--- config.mk ---
export PLATFORM = sky130hd
export DESIGN_NAME = tcd_decoder
export DESIGN_NICKNAME = d
export VERILOG_FILES = /design/src/design/tcd_pkg.sv /design/src/design/tcd_buffer.sv /design/src/design/tcd_decoder.sv
export VERILOG_INCLUDE_DIRS = /design/src /design/src/design
export SDC_FILE = /design/constraint.sdc
export NUM_CORES = 1
export LEC_CHECK = 0
export BUFFER_PORTS_ARGS = -buffer_cell sky130_fd_sc_hd__buf_2
export CAP_MARGIN = 20
export CORE_MARGIN = 2
export CORE_UTILIZATION = 60
export CTS_CLUSTER_SIZE = 40
export DETAILED_ROUTE_END_ITERATION = 6
export PLACE_DENSITY_LB_ADDON = 0.3
export SLEW_MARGIN = 25
export SYNTH_ARGS = -nofsm -noshare
export SYNTH_HDL_FRONTEND = slang
export SYNTH_SLANG_ARGS = --single-unit
--- constraint.sdc ---
create_clock -name clock_in -period 2.8 [get_ports clock_in]
set_clock_uncertainty 0.2 [all_clocks]
set_input_delay 0.14 -clock clock_in [delete_from_list [all_inputs] [get_ports clock_in]]
set_output_delay 0.14 -clock clock_in [all_outputs]
set_load 0.02 [all_outputs]
--- src/design/tcd_consts.svh ---
// Purpose: constants for the per-channel control decoder
// Assumes: 4 streams of 32 channels, 16-bit connection words
// Notes: definitions only
`ifndef TCD_CONSTS_SVH
`define TCD_CONSTS_SVH
`define TCD_STREAMS 3'h4
`define TCD_LAST_STREAM 2'h3
`define TCD_BIT_LOOPBACK 15
`define TCD_BIT_DELAY_MODE 14
`define TCD_BIT_PROC_CHANNEL 13
`define TCD_BIT_CONTROL_OUT 12
`define TCD_BIT_OUT_ENABLE 11
`define TCD_SRC_STREAM_HI 8
`define TCD_SRC_STREAM_LO 7
`define TCD_SRC_CHANNEL_HI 4
`define TCD_PROC_BYTE_HI 7
`define TCD_WORD_RESET 16'h0000
`define TCD_ADDR_RESET 7'h00
`define TCD_BYTE_RESET 8'h00
`endif

--- src/design/tcd_pkg.sv ---
// Purpose: types shared by the decoder, its partner model and the bench
// Assumes: nothing beyond the constants header
// Notes: record fields travel from decoder to transmit side
package tcd_pkg;
  // one decoded output channel
  typedef struct packed {
    logic [1:0] stream;       // output stream
    logic [4:0] channel;      // output channel
    logic loopback;           // receive side takes transmit byte
    logic const_delay;        // 1 constant, 0 variable throughput delay
    logic proc_channel;       // payload is sent instead of switched data
    logic out_enable;         // 0 puts transmit driver in high impedance
    logic [7:0] payload;      // lower byte of the word
    logic [1:0] src_stream;   // switched input stream
    logic [4:0] src_channel;  // switched input channel
  } tcd_rec_t;
  // fetch sequencer states, one-hot
  typedef enum logic [3:0] {
    TCD_IDLE  = 4'h1,
    TCD_READ  = 4'h2,
    TCD_LATCH = 4'h4,
    TCD_PUSH  = 4'h8
  } tcd_state_t;
endpackage

--- src/design/tcd_buffer.sv ---
// Purpose: two-entry buffer between decoder and transmit side
// Assumes: single clock, asynchronous active-low reset
// Notes: out_valid_out and out_data_out come straight from flops; in_ready_out is the inverted tail flag
`timescale 1ns/1ps
module tcd_buffer #(
  parameter int WIDTH = 26
) (
  input wire logic clock_in,
  input wire logic rst_b_in,
  input wire logic in_valid_in,
  output logic in_ready_out,
  input wire logic [WIDTH-1:0] in_data_in,
  output logic out_valid_out,
  input wire logic out_ready_in,
  output logic [WIDTH-1:0] out_data_out
);
  logic tail_valid_reg; // second entry occupied
  logic [WIDTH-1:0] tail_reg;
  logic in_fire;
  logic out_fire;

  assign in_fire = in_valid_in && !tail_valid_reg;
  assign out_fire = out_valid_out && out_ready_in;
  assign in_ready_out = !tail_valid_reg;

  // head entry, drives the output side
  always_ff @(posedge clock_in or negedge rst_b_in) begin
    if (!rst_b_in) begin
      out_valid_out <= 1'b0;
      out_data_out <= '0;
    end else if (!out_valid_out || out_fire) begin
      // head free: take tail first, then fresh input
      if (tail_valid_reg) begin
        out_valid_out <= 1'b1;
        out_data_out <= tail_reg;
      end else begin
        out_valid_out <= in_fire;
        if (in_fire) begin
          out_data_out <= in_data_in;
        end
      end
    end
  end

  // tail entry, fills when the head is stalled
  always_ff @(posedge clock_in or negedge rst_b_in) begin
    if (!rst_b_in) begin
      tail_valid_reg <= 1'b0;
      tail_reg <= '0;
    end else if (tail_valid_reg) begin
      if (!out_valid_out || out_fire) begin
        // moves to head; input is refused meanwhile
        tail_valid_reg <= 1'b0;
      end
    end else if (in_fire && out_valid_out && !out_ready_in) begin
      tail_valid_reg <= 1'b1;
      tail_reg <= in_data_in;
    end
  end
endmodule

--- src/design/tcd_decoder.sv ---
// Purpose: per-channel control decode of connection words
// Assumes: timing unit pulses slot_strobe_in at each channel slot
// Notes: connection memory read data is valid one cycle after the enable
`timescale 1ns/1ps
`include "tcd_consts.svh"
module tcd_decoder (
  input wire logic clock_in,
  input wire logic rst_b_in,
  input wire logic slot_strobe_in,          // start of a channel slot
  input wire logic [4:0] channel_in,        // channel of the current slot
  input wire logic ctrl_shift_in,           // advance pin to next stream's bit
  output logic cm_rd_en_out,                // connection memory read
  output logic [6:0] cm_rd_addr_out,        // {stream, channel}
  input wire logic [15:0] cm_rd_data_in,    // word, one cycle after read
  output logic rec_valid_out,               // decoded record available
  input wire logic rec_ready_in,            // transmit side takes record
  output tcd_pkg::tcd_rec_t rec_out,        // decoded record
  output logic control_channel_out,         // control-channel pin
  input wire logic rx_valid_in,             // received byte strobe
  input wire logic [6:0] rx_addr_in,        // {stream, channel} received
  input wire logic [7:0] rx_byte_in,        // byte from the receive pin
  input wire logic [7:0] tx_loop_byte_in,   // byte sent on same stream/channel
  output logic dm_wr_en_out,                // data memory write
  output logic [6:0] dm_wr_addr_out,
  output logic [7:0] dm_wr_data_out
);
  tcd_pkg::tcd_state_t state_reg;
  logic [1:0] stream_reg;       // stream being fetched
  logic [4:0] chan_reg;         // channel being fetched
  logic [15:0] word_reg;        // latched connection word
  logic [3:0] ctrl_collect_reg; // control bits of next channel
  logic [3:0] ctrl_shift_reg;   // control bits being presented
  logic [127:0] loop_map_reg;   // loopback bit per stream/channel
  tcd_pkg::tcd_rec_t push_rec;
  logic push_ready;
  logic push_valid;
  logic push_fire;

  assign push_valid = (state_reg == tcd_pkg::TCD_PUSH);
  assign push_fire = push_valid && push_ready;

  // decode the latched word into a record
  always_comb begin
    push_rec.stream = stream_reg;
    push_rec.channel = chan_reg;
    push_rec.loopback = word_reg[`TCD_BIT_LOOPBACK];
    push_rec.const_delay = word_reg[`TCD_BIT_DELAY_MODE];
    push_rec.proc_channel = word_reg[`TCD_BIT_PROC_CHANNEL];
    push_rec.out_enable = word_reg[`TCD_BIT_OUT_ENABLE];
    push_rec.payload = word_reg[`TCD_PROC_BYTE_HI:0];
    push_rec.src_stream = word_reg[`TCD_SRC_STREAM_HI:`TCD_SRC_STREAM_LO];
    push_rec.src_channel = word_reg[`TCD_SRC_CHANNEL_HI:0];
  end

  // fetch sequencer: four words of next channel per slot
  always_ff @(posedge clock_in or negedge rst_b_in) begin
    if (!rst_b_in) begin
      state_reg <= tcd_pkg::TCD_IDLE;
      stream_reg <= 2'h0;
      chan_reg <= 5'h00;
      cm_rd_en_out <= 1'b0;
      cm_rd_addr_out <= `TCD_ADDR_RESET;
    end else begin
      case (state_reg)
        tcd_pkg::TCD_IDLE: begin
          // one fetch per slot, so each word once per frame
          if (slot_strobe_in) begin
            stream_reg <= 2'h0;
            chan_reg <= channel_in + 5'h01;
            cm_rd_en_out <= 1'b1;
            cm_rd_addr_out <= {2'h0, channel_in + 5'h01};
            state_reg <= tcd_pkg::TCD_READ;
          end
        end
        tcd_pkg::TCD_READ: begin
          // memory samples address on this edge
          cm_rd_en_out <= 1'b0;
          state_reg <= tcd_pkg::TCD_LATCH;
        end
        tcd_pkg::TCD_LATCH: begin
          state_reg <= tcd_pkg::TCD_PUSH;
        end
        tcd_pkg::TCD_PUSH: begin
          // wait here while the buffer is full
          if (push_ready) begin
            if (stream_reg == `TCD_LAST_STREAM) begin
              state_reg <= tcd_pkg::TCD_IDLE;
            end else begin
              stream_reg <= stream_reg + 2'h1;
              cm_rd_en_out <= 1'b1;
              cm_rd_addr_out <= {stream_reg + 2'h1, chan_reg};
              state_reg <= tcd_pkg::TCD_READ;
            end
          end
        end
        default: begin
          state_reg <= tcd_pkg::TCD_IDLE;
          cm_rd_en_out <= 1'b0;
        end
      endcase
    end
  end

  // capture the word the cycle it arrives
  always_ff @(posedge clock_in or negedge rst_b_in) begin
    if (!rst_b_in) begin
      word_reg <= `TCD_WORD_RESET;
    end else if (state_reg == tcd_pkg::TCD_LATCH) begin
      word_reg <= cm_rd_data_in;
    end
  end

  // control-channel bits: collected for next channel, shifted stream0 first
  always_ff @(posedge clock_in or negedge rst_b_in) begin
    if (!rst_b_in) begin
      ctrl_collect_reg <= 4'h0;
      ctrl_shift_reg <= 4'h0;
      control_channel_out <= 1'b0;
    end else begin
      // collect every accepted word's control bit
      if (push_fire) begin
        ctrl_collect_reg[stream_reg] <= word_reg[`TCD_BIT_CONTROL_OUT];
      end
      // load wins over a shift only on the last-stream accept
      if (push_fire && stream_reg == `TCD_LAST_STREAM) begin
        // present one channel ahead of the channel itself
        ctrl_shift_reg <= {1'b0, word_reg[`TCD_BIT_CONTROL_OUT], ctrl_collect_reg[2:1]};
        control_channel_out <= ctrl_collect_reg[0];
      end else if (ctrl_shift_in) begin
        // shifts stay honoured while earlier streams are accepted
        control_channel_out <= ctrl_shift_reg[0];
        ctrl_shift_reg <= {1'b0, ctrl_shift_reg[3:1]};
      end
    end
  end

  // loopback map, refreshed as each word is decoded
  always_ff @(posedge clock_in or negedge rst_b_in) begin
    if (!rst_b_in) begin
      loop_map_reg <= '0;
    end else if (push_fire) begin
      loop_map_reg[{stream_reg, chan_reg}] <= word_reg[`TCD_BIT_LOOPBACK];
    end
  end

  // receive path into data memory, loopback chooses transmit byte
  always_ff @(posedge clock_in or negedge rst_b_in) begin
    if (!rst_b_in) begin
      dm_wr_en_out <= 1'b0;
      dm_wr_addr_out <= `TCD_ADDR_RESET;
      dm_wr_data_out <= `TCD_BYTE_RESET;
    end else begin
      dm_wr_en_out <= rx_valid_in;
      if (rx_valid_in) begin
        dm_wr_addr_out <= rx_addr_in;
        dm_wr_data_out <= loop_map_reg[rx_addr_in] ? tx_loop_byte_in : rx_byte_in;
      end
    end
  end

  // two-entry buffer towards the transmit side
  tcd_buffer #(.WIDTH($bits(tcd_pkg::tcd_rec_t))) i_tcd_buffer (
    .clock_in(clock_in),
    .rst_b_in(rst_b_in),
    .in_valid_in(push_valid),
    .in_ready_out(push_ready),
    .in_data_in(push_rec),
    .out_valid_out(rec_valid_out),
    .out_ready_in(rec_ready_in),
    .out_data_out(rec_out)
  );

  // decode, receive path and fetch sequencing checks
  chk_loop_mux: assert property (@(posedge clock_in) disable iff (!rst_b_in)
    rx_valid_in && loop_map_reg[rx_addr_in] |=> dm_wr_en_out && dm_wr_data_out == $past(tx_loop_byte_in))
    else $error("loopback byte not taken from transmit");
  chk_delay_mode: assert property (@(posedge clock_in) disable iff (!rst_b_in)
    state_reg == tcd_pkg::TCD_LATCH |=> push_rec.const_delay == $past(cm_rd_data_in[14]))
    else $error("delay mode bit misdecoded");
  chk_proc_byte: assert property (@(posedge clock_in) disable iff (!rst_b_in)
    state_reg == tcd_pkg::TCD_LATCH && cm_rd_data_in[13]
    |=> push_rec.proc_channel && push_rec.payload == $past(cm_rd_data_in[7:0]))
    else $error("processor byte wrong");
  chk_switch_addr: assert property (@(posedge clock_in) disable iff (!rst_b_in)
    state_reg == tcd_pkg::TCD_LATCH && !cm_rd_data_in[13]
    |=> !push_rec.proc_channel && push_rec.src_channel == $past(cm_rd_data_in[4:0]))
    else $error("switched channel address wrong");
  chk_src_stream: assert property (@(posedge clock_in) disable iff (!rst_b_in)
    state_reg == tcd_pkg::TCD_LATCH |=> push_rec.src_stream == $past(cm_rd_data_in[8:7]))
    else $error("source stream wrong");
  chk_ctrl_first: assert property (@(posedge clock_in) disable iff (!rst_b_in)
    push_fire && stream_reg == 2'h3 |=> control_channel_out == $past(ctrl_collect_reg[0]))
    else $error("stream0 control bit not first");
  chk_oe_bit: assert property (@(posedge clock_in) disable iff (!rst_b_in)
    state_reg == tcd_pkg::TCD_LATCH |=> push_rec.out_enable == $past(cm_rd_data_in[11]))
    else $error("output enable misdecoded");
  chk_fetch_next: assert property (@(posedge clock_in) disable iff (!rst_b_in)
    state_reg == tcd_pkg::TCD_IDLE && slot_strobe_in
    |=> cm_rd_en_out && cm_rd_addr_out == {2'h0, $past(channel_in) + 5'h01} ##1 !cm_rd_en_out ##1 push_valid)
    else $error("slot fetch of next channel wrong");
  chk_ctrl_load: assert property (@(posedge clock_in) disable iff (!rst_b_in)
    push_fire |=> ctrl_collect_reg[$past(stream_reg)] == $past(word_reg[`TCD_BIT_CONTROL_OUT]))
    else $error("control bit not collected");
  chk_ctrl_shift: assert property (@(posedge clock_in) disable iff (!rst_b_in)
    ctrl_shift_in && !(push_fire && stream_reg == 2'h3) |=> control_channel_out == $past(ctrl_shift_reg[0]))
    else $error("control pin did not advance");
  chk_rx_plain: assert property (@(posedge clock_in) disable iff (!rst_b_in)
    rx_valid_in && !loop_map_reg[rx_addr_in] |=> dm_wr_en_out && dm_wr_data_out == $past(rx_byte_in))
    else $error("receive byte not taken from pin");
  chk_loop_map: assert property (@(posedge clock_in) disable iff (!rst_b_in)
    push_fire |=> loop_map_reg[{$past(stream_reg), $past(chan_reg)}] == $past(word_reg[`TCD_BIT_LOOPBACK]))
    else $error("loopback map not refreshed");
  // a read strobe lasts one cycle, so each word is fetched once
  chk_rd_pulse: assert property (@(posedge clock_in) disable iff (!rst_b_in)
    cm_rd_en_out |=> !cm_rd_en_out)
    else $error("read strobe longer than one cycle");
  chk_push_hold: assert property (@(posedge clock_in) disable iff (!rst_b_in)
    push_valid && !push_ready |=> push_valid && $stable(word_reg))
    else $error("stalled record not held");
endmodule

==> impl_metrics.yaml <==
logic_synthesis:
  synth_adder_area_share_pct: 0.568
  synth_seq_cells: 224
  syn_inst: 973
  netlist_area_um2: 11000
  ys_warn_count: 0
  synth_compound_area_share_pct: 6.98
  synth_xor_area_share_pct: 0.239
  synthFlopType: "dfrtp_1"
  synth-simple-area-share_pct: 12.4
  syn-num-nets: 1028
  synthMuxAreaShare_pct: 24.8
  synth_top_family_by_area: "multiplexers"
  syn_area_per_cell_um2: 11.3
  synth_cell_types: 54
  synth.yosys.seq_area_share_pct: 50.9
  synth_enable_flop_cells: 0
  async_reset_ff_share_pct: 100
finish:
  largest_reg_flops: 128
  nets: 1178
  syn2layout_area_growth_pct: 19.5
  final_core_util_pct: 73.3
  fillers: 1193
  num_antenna_cells: 0
  drive_gt1_share_pct: 32.5
power_and_ir_drop:
  peakVddDrop_uv: 715
  leakagePower_nw: 6.29
  p_per_area_nw_per_um2: 739
clock_tree:
  h-tree-depth: 1
  root_buffer: "clkbuf_16"
  clk_pin_slew_ns: 0.06
  clk_path_buf_depth: 3
  cts_made_buffers: 23
  cts_tree: "built"
  clk_latency_ns: 0.50
  cts_num_sinks: 224
  cts_setup_buffers: 0
floorplanning:
  die_w_um: 139
  num_rows: 49
  die_h_um: 139
  io_pins: 102
  die-area_um2: 19500
  start_util_pct: 61.3
  coreArea_um2: 18000
worst_setup_path:
  crit_path_end_kind: "register"
  startpoint_type: "input port"
  crit_fanout: 9
  cp_common_cell: "dlygate4sd3_1"
  crit_type: "input port to register"
  cp.arrival_ns: 2.85
  slowest_delay_ns: 0.58
  required_ns: 3.02
  crit_chain: "dlygate4sd3_1 -> buf_2 -> and2_2 -> buf_4 -> a221oi_1 -> o21ai_1 -> o2111ai_1 -> mux2i_1 -> dlygate4sd3_1 -> a211oi_2"
  cp_slowest_cell: "dlygate4sd3_1"
sta:
  slew_viol_final: 0
  final.min_clock_period_ns: 2.62
  rsz0062_at_grt: "false"
  setup_tns_ns: 0
  relSlewSlack_pct: 52.4
  timing_hold_violations_final: 0
  setup_violations: 0
  worstMarginPinSlew_ns: 0.714
  min_period_over_period_pct: 93.7
  finalHoldWorstSlack_ns: 0.0157
  max_freq_mhz: 381
grt:
  grt_max_degree: 88
  antenna_found_initial: 0
  grt.overflow.total: 0
  grt_use_total_pct: 28.1
  grt_pass1_vias: 8345
  grt_pass1_wl_um: 44100
outcome:
  status: "complete, no violations"
detailed_routing:
  vias: 8183
  firstDrtPassIters: 6
  drc: 0
  wl_per_cell_um: 19.3
  avgViaCountPerCell: 5.99
  antenna_left: 0
  routed_wl_um: 26400
  drt_iter0_drc: 460
hold_path:
  hold_class: "input port to asynchronous set/reset pin"
placed_design:
  dp_hpwl_um: 17200
  io_buffers: 99
  place_congestion: 0.835
job:
  maxCapViolCount: 0
area by class of cell:
| class | count | area, µm² | share of cell area (%) |
|---|---|---|---|
| sequential | 224 | 5610 | 42.6 |
| multi-input combinational | 659 | 4990 | 37.9 |
| timing repair buffer | 201 | 1450 | 11.0 |
| inverter | 14 | 52.6 | 0.399 |
| tap | 229 | 287 | 2.18 |
| clock inverter | 8 | 121 | 0.922 |
| clock buffer | 32 | 659 | 5.01 |
cells by family after synthesis:
group	Yosys count
fa+ha+maj	5
mux	232
compound gates	126
simple gates	293
flops	224
xor+xnor	3
buf+inv	90
timing repair:
action | CTS | global route
hold endpoints to repair | 227 | 0
hold buffers | 51 | 0
endpoints found under the setup margin | 0 | 9
gates resized for setup | 0 | 4
per-layer routing:
metal	wire, µm	vias up	share of wire [%]	GRT usage [%]
met5	0	-	0	0
li1	-	3721	-	-
met1	11200	4116	43	39.2
met4	913	0	3.5	10.2
met3	1530	74	5.8	4.40
met2	12700	272	48	45.0
placed cells by master (no fill, tap or decap), types with 3 or more instances in the layout:
| cell | synthesis | final |
|---|---|---|
| clkbuf_8 | 0 | 5 |
| mux2_1 | 4 | 4 |
| clkbuf_1 | 48 | 4 |
| nor3b_1 | 3 | 3 |
| a221oi_1 | 10 | 10 |
| ha_1 | 5 | 5 |
| mux4_1 | 8 | 8 |
| nor2b_1 | 6 | 5 |
| nand3_1 | 44 | 44 |
| nand3b_1 | 4 | 4 |
| o221ai_1 | 6 | 6 |
| nor3_2 | 4 | 4 |
| inv_1 | 14 | 14 |
| o21ai_1 | 3 | 4 |
| nand2b_1 | 6 | 6 |
| and3_1 | 5 | 5 |
| mux4_2 | 7 | 7 |
| nand2_1 | 135 | 135 |
| bufinv_16 | 0 | 3 |
| dlygate4sd3_1 | 0 | 51 |
| buf_12 | 2 | 4 |
| buf_2 | 8 | 98 |
| buf_4 | 9 | 47 |
| a22oi_1 | 8 | 8 |
| dfrtp_1 | 223 | 222 |
| clkinv_2 | 0 | 3 |
| nor2_1 | 60 | 60 |
| mux2i_1 | 62 | 62 |
| mux2_2 | 151 | 151 |
| o22ai_1 | 4 | 4 |
| a211oi_1 | 6 | 6 |
| or2_2 | 9 | 9 |
| clkbuf_16 | 0 | 23 |
| o21ai_0 | 61 | 59 |
| a21oi_1 | 21 | 21 |
through the flow:
step	instance area, µm²	instances	setup slack (ns)	power [mW]
floorplan	11000	973	0.426	5.65
CTS	13100	1367	0.107	9.74
global placement	11900	1276	0.161	6.43
detailed placement	11900	1276	0.0928	6.51
finish	13200	1367	0.178	9.73
global route	13200	1367	0.00270	10.2
power by group:
| part | total (mW) | switching (mW) | internal [mW] |
|---|---|---|---|
| sequential | 4.12 | 0.432 | 3.69 |
| combinational | 2.44 | 1.52 | 0.920 |
| clock | 3.17 | 1.25 | 1.92 |
| total | 9.73 | 3.20 | 6.53 |
worst paths after layout:
kind / to / cells past startpoint / slack, ns / from
worst max-delay path: dm_wr_data_out[6] / 10 / 0.18 / rx_addr_in[3]
worst min register to register: i_tcd_buffer.out_data_out[18] / 2 / 0.27 / i_tcd_buffer.out_data_out[18]
worst min-delay path: control_channel_out / 2 / 0.02 / rst_b_in
max in group asynchronous: loop_map_reg[83] / 3 / 1.58 / rst_b_in
worst max register to register: dm_wr_data_out[6] / 6 / 0.21 / loop_map_reg[18]
min in group clock_in: dm_wr_addr_out[1] / 4 / 0.17 / rx_addr_in[1]
worst max-delay path: cells and delay by family:
family,cells,cell delay (ns)
and+or+nand+nor,1,0.28
AOI/OAI and AO/OA,4,0.81
muxes,1,0.12
buffers and inverters,4,1.50
Yosys cell counts, types with 3 or more instances:
master    count  area (µm²)
dfrtp_1     223        5580
mux2_2      151        1700
nand2_1     135         507
mux2i_1      62         621
o21ai_0      61         305
nor2_1       60         225
clkbuf_1     48         180
nand3_1      44         220
a21oi_1      21         105
inv_1        14        52.6
a221oi_1     10        87.6
buf_4         9        67.6
or2_2         9        56.3
a22oi_1       8        60.1
buf_2         8        40.0
mux4_1        8         210
mux4_2        7         158
a211oi_1      6        45.0
nand2b_1      6        37.5
nor2b_1       6        37.5
o221ai_1      6        52.6
and3_1        5        31.3
buf_1         5        18.8
ha_1          5        62.6
mux2_1        4        45.0
nand3b_1      4        30.0
nor3_2        4        40.0
o22ai_1       4        25.0
and2_1        3        18.8
nor3b_1       3        22.5
o21ai_1       3        15.0
(Power assumes the default switching activity.)
